===== config.mk =====
export PLATFORM = sky130hd
export DESIGN_NAME = vco_cal_and_detector_config
export DESIGN_NICKNAME = d
export VERILOG_FILES = /design/src/shared/vco_cfg_pkg.sv /design/src/shared/cal_clk_if.sv /design/src/hw/cal_clk_div.sv /design/src/hw/vco_cal_and_detector_config.sv
export SDC_FILE = /design/constraint.sdc
export NUM_CORES = 1
export LEC_CHECK = 0
export BUFFER_PORTS_ARGS = -buffer_cell sky130_fd_sc_hd__buf_2
export CORE_AREA = 10 10 146 114
export CTS_CLUSTER_SIZE = 24
export DETAILED_ROUTE_END_ITERATION = 10
export DIE_AREA = 0 0 156 124
export GPL_ROUTABILITY_DRIVEN = 0
export PLACE_DENSITY = 0.64
export SLEW_MARGIN = 20
export SYNTH_ARGS = -nofsm -noshare
export SYNTH_HDL_FRONTEND = slang
export SYNTH_SLANG_ARGS = --single-unit

===== constraint.sdc =====
create_clock -name i_ref_clk -period 9.5 [get_ports i_ref_clk]
set_input_delay 0 -clock i_ref_clk [delete_from_list [all_inputs] [get_ports i_ref_clk]]
set_output_delay 0 -clock i_ref_clk [all_outputs]
set_load 0.005 [all_outputs]

===== src/shared/vco_cfg_pkg.sv =====
// Purpose: constants for the calibration and detector configuration bank
// Assumes: 24-bit registers reached by 5-bit register address
// Notes: field positions and reset values of both registers
package vco_cfg_pkg;
    localparam int ADDR_W = 5;
    localparam int DATA_W = 24;
    localparam logic [4:0] ADDR_CAL_CFG = 5'h0a;
    localparam logic [4:0] ADDR_PD_CFG = 5'h0b;
    localparam logic [4:0] ADDR_OSC_BAND = 5'h05;
    localparam logic [23:0] CAL_CFG_RESET = 24'h002205;
    localparam logic [23:0] PD_CFG_RESET = 24'h0f8061;
    // calibration register fields
    localparam int CAL_WIN_LSB = 0;
    localparam int CAL_RSV_LSB = 3;
    localparam int CAL_FORCE_BIT = 10;
    localparam int CAL_BYPASS_BIT = 11;
    localparam int CAL_SER_BLOCK_BIT = 12;
    localparam int CAL_DIV_LSB = 13;
    // detector register fields
    localparam int PD_DEL_LSB = 0;
    localparam int PD_UP_BIT = 5;
    localparam int PD_DN_BIT = 6;
    localparam int PD_SLIP_LSB = 7;
    localparam int PD_FUP_BIT = 9;
    localparam int PD_FDN_BIT = 10;
    localparam int PD_FMID_BIT = 11;
    localparam int PD_PW_LSB = 20;
    // calibration clock divide ratios, codes 1..3
    localparam int DIV_CODE1 = 4;
    localparam int DIV_CODE2 = 16;
    localparam int DIV_CODE3 = 32;
    localparam int DIV_CNT_W = 5;
    localparam int WIN_CNT_W = 9;
    // window length of the top code, which is not 2^7
    localparam int CAL_WIN_TOP = 256;
    localparam int BAND_W = 8;
endpackage


===== src/shared/cal_clk_if.sv =====
`timescale 1ns/1ps
// Purpose: carries divider select and tick between config and divider
// Assumes: single clock domain
// Notes: tick is a one-cycle enable pulse
interface cal_clk_if;
    logic [1:0] div_sel;
    logic tick;
    modport ctrl (output div_sel, input tick);
    modport div (input div_sel, output tick);
endinterface


===== src/hw/cal_clk_div.sv =====
`timescale 1ns/1ps
// Purpose: calibration clock divider from reference clock
// Assumes: a new select applies to the running count
// Notes: emits one-cycle ticks, not a derived clock
module cal_clk_div
    import vco_cfg_pkg::*;
(
    // clock and reset
    input wire logic i_ref_clk,
    input wire logic i_rst,
    // divider link
    cal_clk_if.div div_port
);
    logic [DIV_CNT_W-1:0] count;
    logic [DIV_CNT_W-1:0] last;

    always_comb
    begin
        unique case (div_port.div_sel)
            2'd0: last = '0;
            2'd1: last = DIV_CNT_W'(DIV_CODE1 - 1);
            2'd2: last = DIV_CNT_W'(DIV_CODE2 - 1);
            2'd3: last = DIV_CNT_W'(DIV_CODE3 - 1);
        endcase
    end

    always_ff @(posedge i_ref_clk or posedge i_rst)
    begin
        if (i_rst)
        begin
            count <= '0;
            div_port.tick <= 1'b0;
        end
        else if (count >= last)
        begin
            count <= '0;
            div_port.tick <= 1'b1;
        end
        else
        begin
            count <= count + 1'b1;
            div_port.tick <= 1'b0;
        end
    end
endmodule


===== src/hw/vco_cal_and_detector_config.sv =====
`timescale 1ns/1ps
// Purpose: register bank for band calibration and phase detector setup
// Assumes: host write/read strobes synchronous to i_ref_clk
// Notes: analog behaviour is out of scope; outputs are control levels

// Behaviour
// - window is 2^code divider cycles, 256 for code 7
// - force band uses stored band value
// - bypass bit keeps autocalibration from starting
// - serial block suppresses band register transfers
// - calibration tick from divided reference
// - detector reset delay from 3-bit field
// - up output only when enabled or forced up
// - down output only when enabled or forced down
// - slip guard threshold code drives injection
// - force-up holds pump up on
// - force-down holds pump down on
// - force-midrail drives pump midrail
// - divider pulse width from 2-bit field
module vco_cal_and_detector_config
    import vco_cfg_pkg::*;
(
    // clock and reset
    input wire logic i_ref_clk,
    input wire logic i_rst,
    // register port
    input wire logic i_wr_en,
    input wire logic i_rd_en,
    input wire logic [ADDR_W-1:0] i_addr,
    input wire logic [DATA_W-1:0] i_wdata,
    output logic [DATA_W-1:0] o_rdata,
    output logic o_rvalid,
    // calibration control
    input wire logic i_cal_start,
    input wire logic i_cal_edge,
    input wire logic [BAND_W-1:0] i_cal_band,
    output logic o_cal_busy,
    output logic o_cal_done,
    output logic [BAND_W-1:0] o_band,
    output logic o_cal_tick,
    output logic o_osc_serial_load,
    // detector and pump control
    input wire logic i_det_up,
    input wire logic i_det_down,
    output logic o_pump_up,
    output logic o_pump_down,
    output logic o_pump_midrail,
    output logic [2:0] o_detector_reset_delay_sel,
    output logic [1:0] o_slip_guard_threshold,
    output logic o_slip_guard_inject,
    input wire logic i_phase_err_over,
    output logic [1:0] o_divider_pulse_width_sel
);
    typedef enum logic [1:0] {CAL_IDLE, CAL_MEASURE, CAL_FINISH} cal_state_e;

    logic [DATA_W-1:0] cal_cfg;
    logic [DATA_W-1:0] pd_cfg;
    logic [BAND_W-1:0] osc_band;
    cal_state_e cal_state;
    logic [WIN_CNT_W-1:0] win_count;
    logic [WIN_CNT_W-1:0] win_len;
    logic [BAND_W-1:0] cal_result;
    cal_clk_if clk_link ();

    function automatic logic hit(input logic [ADDR_W-1:0] a,
        input logic [ADDR_W-1:0] reg_addr);
        hit = (a == reg_addr);
    endfunction

    assign clk_link.div_sel = cal_cfg[CAL_DIV_LSB +: 2];

    cal_clk_div u_div (
        .i_ref_clk(i_ref_clk),
        .i_rst(i_rst),
        .div_port(clk_link.div)
    );

    always_ff @(posedge i_ref_clk or posedge i_rst)
    begin
        if (i_rst)
        begin
            cal_cfg <= CAL_CFG_RESET;
            pd_cfg <= PD_CFG_RESET;
        end
        else if (i_wr_en)
        begin
            if (hit(i_addr, ADDR_CAL_CFG))
                cal_cfg <= i_wdata;
            if (hit(i_addr, ADDR_PD_CFG))
                pd_cfg <= i_wdata;
        end
    end

    // band register write and serial transfer toward oscillator
    always_ff @(posedge i_ref_clk or posedge i_rst)
    begin
        if (i_rst)
        begin
            osc_band <= '0;
            o_osc_serial_load <= 1'b0;
        end
        else
        begin
            o_osc_serial_load <= 1'b0;
            if (i_wr_en && hit(i_addr, ADDR_OSC_BAND))
            begin
                osc_band <= i_wdata[BAND_W-1:0];
                o_osc_serial_load <= !cal_cfg[CAL_SER_BLOCK_BIT];
            end
        end
    end

    always_ff @(posedge i_ref_clk or posedge i_rst)
    begin
        if (i_rst)
        begin
            o_rdata <= '0;
            o_rvalid <= 1'b0;
        end
        else
        begin
            o_rvalid <= i_rd_en;
            if (!i_rd_en)
                o_rdata <= '0;
            else if (hit(i_addr, ADDR_CAL_CFG))
                o_rdata <= cal_cfg;
            else if (hit(i_addr, ADDR_PD_CFG))
                o_rdata <= pd_cfg;
            else if (hit(i_addr, ADDR_OSC_BAND))
                o_rdata <= DATA_W'(osc_band);
            else
                o_rdata <= '0;
        end
    end

    // window length 2^code
    // top code jumps past 128 straight to the longest window
    assign win_len = (cal_cfg[CAL_WIN_LSB +: 3] == 3'h7)
        ? WIN_CNT_W'(CAL_WIN_TOP)
        : WIN_CNT_W'(1) << cal_cfg[CAL_WIN_LSB +: 3];

    // calibration measures and finishes on divided ticks; start is taken on any cycle
    always_ff @(posedge i_ref_clk or posedge i_rst)
    begin
        if (i_rst)
        begin
            cal_state <= CAL_IDLE;
            win_count <= '0;
            cal_result <= '0;
            o_cal_done <= 1'b0;
        end
        else
        begin
            o_cal_done <= 1'b0;
            unique case (cal_state)
                CAL_IDLE:
                begin
                    if (i_cal_start && !cal_cfg[CAL_BYPASS_BIT])
                    begin
                        cal_state <= CAL_MEASURE;
                        win_count <= '0;
                    end
                end
                CAL_MEASURE:
                begin
                    if (clk_link.tick && i_cal_edge)
                    begin
                        if (win_count == win_len - 1'b1)
                            cal_state <= CAL_FINISH;
                        else
                            win_count <= win_count + 1'b1;
                    end
                end
                CAL_FINISH:
                begin
                    if (clk_link.tick)
                    begin
                        cal_result <= i_cal_band;
                        o_cal_done <= 1'b1;
                        cal_state <= CAL_IDLE;
                    end
                end
            endcase
        end
    end

    // output registers
    always_ff @(posedge i_ref_clk or posedge i_rst)
    begin
        if (i_rst)
        begin
            o_cal_busy <= 1'b0;
            o_band <= '0;
            o_cal_tick <= 1'b0;
            o_pump_up <= 1'b0;
            o_pump_down <= 1'b0;
            o_pump_midrail <= 1'b0;
            o_detector_reset_delay_sel <= PD_CFG_RESET[2:0];
            o_slip_guard_threshold <= '0;
            o_slip_guard_inject <= 1'b0;
            o_divider_pulse_width_sel <= '0;
        end
        else
        begin
            o_cal_busy <= (cal_state != CAL_IDLE);
            o_cal_tick <= clk_link.tick;
            o_band <= cal_cfg[CAL_FORCE_BIT] ? osc_band : cal_result;
            o_pump_up <= (i_det_up && pd_cfg[PD_UP_BIT])
                || pd_cfg[PD_FUP_BIT];
            o_pump_down <= (i_det_down && pd_cfg[PD_DN_BIT])
                || pd_cfg[PD_FDN_BIT];
            o_pump_midrail <= pd_cfg[PD_FMID_BIT];
            o_detector_reset_delay_sel <= pd_cfg[PD_DEL_LSB +: 3];
            o_slip_guard_threshold <= pd_cfg[PD_SLIP_LSB +: 2];
            o_slip_guard_inject <= (pd_cfg[PD_SLIP_LSB +: 2] != 2'd0)
                && i_phase_err_over;
            o_divider_pulse_width_sel <= pd_cfg[PD_PW_LSB +: 2];
        end
    end
endmodule


==> summary.md, run 1 <==
| Metric | Value |
|---|---|
| GR Overflow Total | `0` |
| Power per cell area | `247 nW/um2` |
| Worst slew margin | `50.7%` |
| Wire length per cell | `16.9 um` |
| Post-synthesis register bit count | `129` |
| IO Pins | `94` |
| Worst-path fanout max | `15` |
| Critical Path Source Type | `flop` |
| YS warnings | `0` |
| DRT Pass-1 Iters | `4` |
| Total GRT Usage | `12.8%` |
| Initial Util | `38.8%` |
| Post-synth cell types | `48` |
| Final Hold Fails | `0` |
| Post-synthesis compound-gate area fraction | `5.92%` |
| Commonest non-fill, non-tap cell in the layout | `dfrtp_1` |
| CTS sink cnt | `129` |
| CP Capture Type | `flop` |
| Global-route wire length before repair | `19700 um` |
| Post-synth ARST share | `100%` |
| Hold Path End | `win_count[5]$_DFFE_PP0P_` |
| Final period util | `27.3%` |
| DR DRC count | `0` |
| Static leakage | `3.36 nW` |
| Peak supply drop | `0.000151 V` |
| Critical path required time | `9.79 ns` |
| FP Rows | `37` |
| Clock insertion delay at the later pin of the skew report | `0.42 ns` |
| Post-synthesis xor/xnor area fraction | `0.826%` |
| Antenna Nets Post-Route | `0` |
| Data arrival, critical path | `2.89 ns` |
| Post-CTS setup buffers | `0` |
| Sequential cell area | `3240 um2` |
| Clock Skew | `0.00936 ns` |
| Vias | `3554` |
| MaxCap Viol Count | `0` |
| Hold Crit Start | `i_cal_edge` |
| Layout area overhead | `29.6%` |
| Total power | `0.00169 W` |
| Full die area | `19300 um2` |
| Synth Area in Simple Gates | `8.21%` |
| Post-Syn Nets | `446` |
| Cells after synthesis | `390` |
| Worst-Margin Slew | `0.739 ns` |
| Worst hold path cell count | `4` |
| Syn Area/Cell | `13.6 um2` |
| Cells on worst reg2reg path | `6` |
| Main combinational cell family by area after synthesis | `multiplexers` |
| Fin nets | `583` |
| Share of layout cells above drive strength 1 | `41.1%` |
| Clock buffer depth | `2` |
| Crit Path Category | `flop to flop` |
| CP max stage cell | `nor4b_4` |
| Post-Synth Adder-Cell Area | `2.36%` |
| Clock transition at the registers of the reported paths | `0.06 ns` |
| Post-Route WL | `12000 um` |
| Worst hold path type | `input port to flop` |
| R2R setup slack | `6.90 ns` |
| Commonest non-fill, non-tap cells in the layout | `dfrtp_1, buf_2, mux2_2` |
| Die H | `124 um` |
| Chip width | `156 um` |
| Drt via density | `4.97` |
| Diodes inserted | `0` |
| Post-synth EDFFs | `0` |
| Seq/Total Area, Yosys | `61.2%` |
| Synth Cell Area | `5300 um2` |
| Filler Cell Count | `1149` |
| CP Cell Sequence | `nand3_2, a2111oi_2, a31oi_1, nor4b_4, nand3b_2, mux2_1` |
| Capture point of the worst reg-to-reg path | `win_count[1]$_DFFE_PP0P_` |
| Critical Path Max Stage Delay | `0.71 ns` |
| Final setup fails | `0` |
| Achievable clock frequency | `385 MHz` |
| Pin count of the biggest net entering global routing | `81` |
| Initial DRC count | `205` |
| CTS tree | `built` |
| RSZ-0062 raised after global routing | `no` |
| Initial antenna violation count | `0` |
| Commonest register cell after synthesis | `dfrtp_1` |
| Num CTS Buffers | `17` |
| Setup TNS | `0 ns` |
| Share of synthesized area spent on multiplexers | `19.1%` |
| H-tree lvl count | `4` |
| CTS Root Cell | `clkbuf_16` |
| Multi-input logic area | `1930 um2` |
| Startpoint of the worst-slack reg-to-reg timing path | `cal_cfg[0]$_DFFE_PP1P_` |
| HPWL Detailed | `8310 um` |
| Vias in the first global route | `3824` |
| IO Port Bufs | `93` |
| Min Clock Period, post-route | `2.60 ns` |
| Status | `complete, no violations` |
| Core area | `13700 um2` |
| Slew Viols, Final | `0` |
[critical path, delay by kind of cell, from the launching register on]
kind	cells	cell delay [ns]
flip-flops	1	0.60
multiplexers	1	0.32
AO/OA/AOI/OAI	2	0.47
AND/OR/NAND/NOR	3	1.08
[power by group]
part	total (W)	switching, W	internal, W	leakage, nW
combinational	0.000342	0.000160	0.000182	1.46
clock	0.000596	0.000251	0.000345	0.265
sequential	0.000757	0.0000819	0.000675	1.64
[per-layer routing]
metal	up-vias	track usage (%)	part of all wire, %	wire (um)
li1	1660	-	-	-
met1	1790	15.7	44	5300
met2	91	20.9	49	5930
met3	13	3.65	5.5	657
met4	0	5.65	1.4	163
met5	-	0	0	0
[per-stage QoR]
| stage | area (um2) | setup slack (ns) | std cells | util, % | hold WS (ns) |
|---|---|---|---|---|---|
| floorplan | 5300 | 6.08 | 390 | - | 0.0314 |
| global placement | 5930 | 6.89 | 645 | 43.4 | 0.110 |
| detailed placement | 5930 | 6.83 | 645 | 43.4 | 0.123 |
| CTS | 6850 | 6.92 | 714 | 50.2 | 0.00904 |
| global route | 6870 | 6.76 | 715 | 50.3 | 0.0221 |
| finish | 6870 | 6.90 | 715 | 50.3 | 0.0269 |
[registers in the layout, summed over array words and instances (netlist names), 2 cells and up]
signal                      flops
o_detector_reset_delay_sel      3
o_band                          8
cal_result                      8
osc_band                        8
o_rdata                        24
cal_cfg                        24
o_divider_pulse_width_sel       2
cal_state                       2
pd_cfg                         24
u_div.count                     5
o_slip_guard_threshold          2
win_count                       9
[area by class of cell]
class,instances,share of cell area [%]
clock inverters,13,1.51
inverters,15,0.856
well taps,175,3.19
clock buffers,19,6.44
repair buffers,133,12.7
flip-flops and latches,129,47.2
multi-input cells,231,28.1
[cells in the mapped netlist, drive strengths merged, types with 2 or more instances]
library cell	count	area share [%]
a2111oi	2	0.45
a21o	7	0.99
a21oi	12	1.1
a222oi	8	1.5
buf	10	1.0
clkbuf	5	0.35
dfrtp	116	55
dfstp	13	6.4
ha	10	2.4
inv	15	1.1
mux2	73	15
mux2i	19	3.6
nand2	17	1.2
nand2b	2	0.24
nand3	7	0.75
nand3b	2	0.35
nand4	5	0.59
nor2	24	1.7
nor2b	9	1.1
nor3	4	0.47
o21ai	4	0.45
o31ai	4	0.57
or3	2	0.24
or4	4	0.57
xor2	4	0.66
[cell families (layout without fill, tap and decap cells)]
group,after synthesis,in the layout
flip-flops,129,129
multiplexers,92,92
AND/OR/NAND/NOR,81,81
AO/OA/AOI/OAI,43,43
buffers and inverters,30,180
adder cells (fa/ha/maj),10,10
XOR/XNOR,5,5
[worst max-delay path by stage]
stage	endpoint	start	slack, ns	depth (start not counted)
6_report	win_count[1]$_DFFE_PP0P_	cal_cfg[0]$_DFFE_PP1P_	6.90	6
5_1_grt	win_count[1]$_DFFE_PP0P_	cal_cfg[0]$_DFFE_PP1P_	6.76	6
4_1_cts	win_count[1]$_DFFE_PP0P_	cal_cfg[0]$_DFFE_PP1P_	6.92	6
3_5_place_dp	cal_cfg[19]$_DFFE_PP0P_	i_addr[2]	6.83	5
3_3_place_gp	cal_cfg[18]$_DFFE_PP0P_	i_addr[2]	6.89	5
2_1_floorplan	cal_cfg[10]$_DFFE_PP0P_	i_rst	6.08	1
[repair_timing]
action	in CTS	in global routing
resized for setup	0	0
endpoints found under the hold margin	121	0
hold buffers	37	0
Note: power is estimated with default switching activity, not from simulation.
==> run 2, diff against run 1 <==
==> constraint.sdc (replaced) <==
create_clock -name i_ref_clk -period 2.4 [get_ports i_ref_clk]
set_input_delay 0 -clock i_ref_clk [delete_from_list [all_inputs] [get_ports i_ref_clk]]
set_output_delay 0 -clock i_ref_clk [all_outputs]
set_load 0.005 [all_outputs]
==> run 2 against run 1 <==
  * Power grew to 4.2 times the previous value
  * Combinational power grew to 4.1 times the previous value
  * Worst hold slack lost 0.0080 ns
  * Sequential share of layout area shrank 0.95 points
==> summary.md, run 2 (synthesis results as in run 1) <==
| Metric | Value |
|---|---|
| Peak supply drop | `0.000509 V` |
| Placed cell areas | `6020 um2` |
| Worst slew margin | `53.8%` |
| Hold_ws | `0.0189 ns` |
| Pin count of the biggest net entering global routing | `75` |
| Final Hold Fails | `0` |
| CTS tree | `built` |
| Full die area | `19300 um2` |
| Clock insertion delay at the later pin of the skew report | `0.41 ns` |
| Critical path required time | `2.73 ns` |
| Filler Cell Count | `1103` |
| Clock buffer depth | `2` |
| Post-Route WL | `12600 um` |
| H-tree lvl count | `4` |
| Clock transition at the registers of the reported paths | `0.06 ns` |
| DR DRC count | `0` |
| FP Rows | `37` |
| Worst-path fanout max | `7` |
| Final instance area | `7010 um2` |
| Achievable clock frequency | `445 MHz` |
| Fin nets | `591` |
| Worst hold path type | `input port to flop` |
| Diodes inserted | `0` |
| Num CTS Buffers | `17` |
| Data arrival, critical path | `2.57 ns` |
| IO Port Bufs | `93` |
| Commonest non-fill, non-tap cells in the layout | `dfrtp_1, buf_2, mux2_2` |
| Worst-Margin Slew | `0.691 ns` |
| Initial DRC count | `237` |
| CTS sink cnt | `129` |
| Power per cell area | `1000 nW/um2` |
| Die H | `124 um` |
| HPWL Detailed | `8530 um` |
| Global-route wire length before repair | `20400 um` |
| Slew Viols, Final | `0` |
| Commonest non-fill, non-tap cell in the layout | `dfrtp_1` |
| Initial antenna violation count | `0` |
| Static leakage | `3.43 nW` |
| CP Capture Type | `flop` |
| Critical Path Source Type | `flop` |
| Wire length per cell | `17.4 um` |
| Chip width | `156 um` |
| GR Overflow Total | `0` |
| Setup WS pre-CTS | `0.158 ns` |
| Final period util | `93.7%` |
| Total GRT Usage | `13.4%` |
| MaxCap Viol Count | `0` |
| Min Clock Period, post-route | `2.25 ns` |
| Initial Util | `38.8%` |
| R2R setup slack | `0.15 ns` |
| Layout area overhead | `32.2%` |
| Crit Path Category | `flop to flop` |
| Core area | `13700 um2` |
| Sw Pwr | `0.00199 W` |
| Vias | `3595` |
| Status | `complete, no violations` |
| Power share of the clock group | `37.4%` |
| IO Pins | `94` |
| DRT Pass-1 Iters | `4` |
| Setup TNS | `0 ns` |
| Sw Share | `28.3%` |
| RSZ-0062 raised after global routing | `no` |
| Vias in the first global route | `3918` |
| Clock Skew | `0.00947 ns` |
| Leading registers by flop count | `cal_cfg: 24 flops, o_rdata: 24 flops, pd_cfg: 24 flops` |
| Drt via density | `4.97` |
| Antenna Nets Post-Route | `0` |
| Final WS setup | `0.151 ns` |
| Final setup fails | `0` |
| CTS Root Cell | `clkbuf_16` |
| Post-layout util | `51.4%` |
| Power Internal | `0.00505 W` |
| Combinational share of power | `19.9%` |
| Share of layout cells above drive strength 1 | `41.8%` |
| Sequential power share | `42.7%` |
[run 2: cell types whose count changed in the layout (fill, tap and decap cells not counted), moves of 2 or more]
cell,delta
bufinv_16,+2
clkbuf_8,+2
buf_4,+6
clkinv_2,-2
[run 2: per-stage QoR]
| step | instances | power [W] |
|---|---|---|
| after floorplan | 390 | 0.00392 |
| after global placement | 653 | 0.00430 |
| after detailed placement | 653 | 0.00439 |
| after CTS | 723 | 0.00711 |
| after global routing | 723 | 0.00746 |
| final | 723 | 0.00704 |
[run 2: repair_timing]
item,in CTS,in global routing
resized for setup,0,0
endpoints found under the hold margin,96,0
buffers inserted,0,0
hold buffers,38,0
[run 2: cell type report]
type                       count  area (um2)  share of cell area (%)
inverter                      15        60.1                   0.856
timing repair buffer         141         946                    13.5
multi-input combinational    231        1930                    27.5
tap                          175         219                    3.12
clock buffer                  20         467                    6.65
sequential                   129        3240                    46.3
clock inverter                12         148                    2.10
[run 2: worst paths after layout]
kind,startpoint,to,cells past startpoint
setup / recovery,cal_state[1]$_DFFE_PP0P_,win_count[6]$_DFFE_PP0P_,6
hold / removal,i_cal_edge,win_count[5]$_DFFE_PP0P_,4
setup reg to reg,cal_state[1]$_DFFE_PP0P_,win_count[6]$_DFFE_PP0P_,6
hold reg to reg,pd_cfg[0]$_DFFE_PP1P_,o_detector_reset_delay_sel[0]$_DFF_PP1_,0
max in group asynchronous,i_rst,pd_cfg[5]$_DFFE_PP1P_,4
min in group asynchronous,i_rst,o_rdata[17]$_DFF_PP0_,3
[run 2: power by group through the flow]
stage                     clock, W  sequential (W)  combinational [W]
final                      0.00263         0.00300            0.00140
after detailed placement         0         0.00303            0.00136
after floorplan                  0         0.00293           0.000992
after global placement           0         0.00301            0.00130
after CTS                  0.00269         0.00300            0.00142
after global routing       0.00281         0.00307            0.00158
[run 2: layer usage]
metal | vias up | part of all wire, % | GRT usage (%)
li1 | 1675 | - | -
met1 | 1817 | 44 | 16.4
met2 | 92 | 51 | 22.3
met3 | 11 | 4.7 | 4.00
met4 | 0 | 1.0 | 4.77
met5 | - | 0 | 0
[run 2: worst max-delay path, stage by stage, from the launching register on]
cell	delay (ns)
dfrtp_1	0.40
inv_1	0.09
ha_1	0.29
inv_2	0.12
or4_1	0.61
or4_1	0.50
a21oi_1	0.17
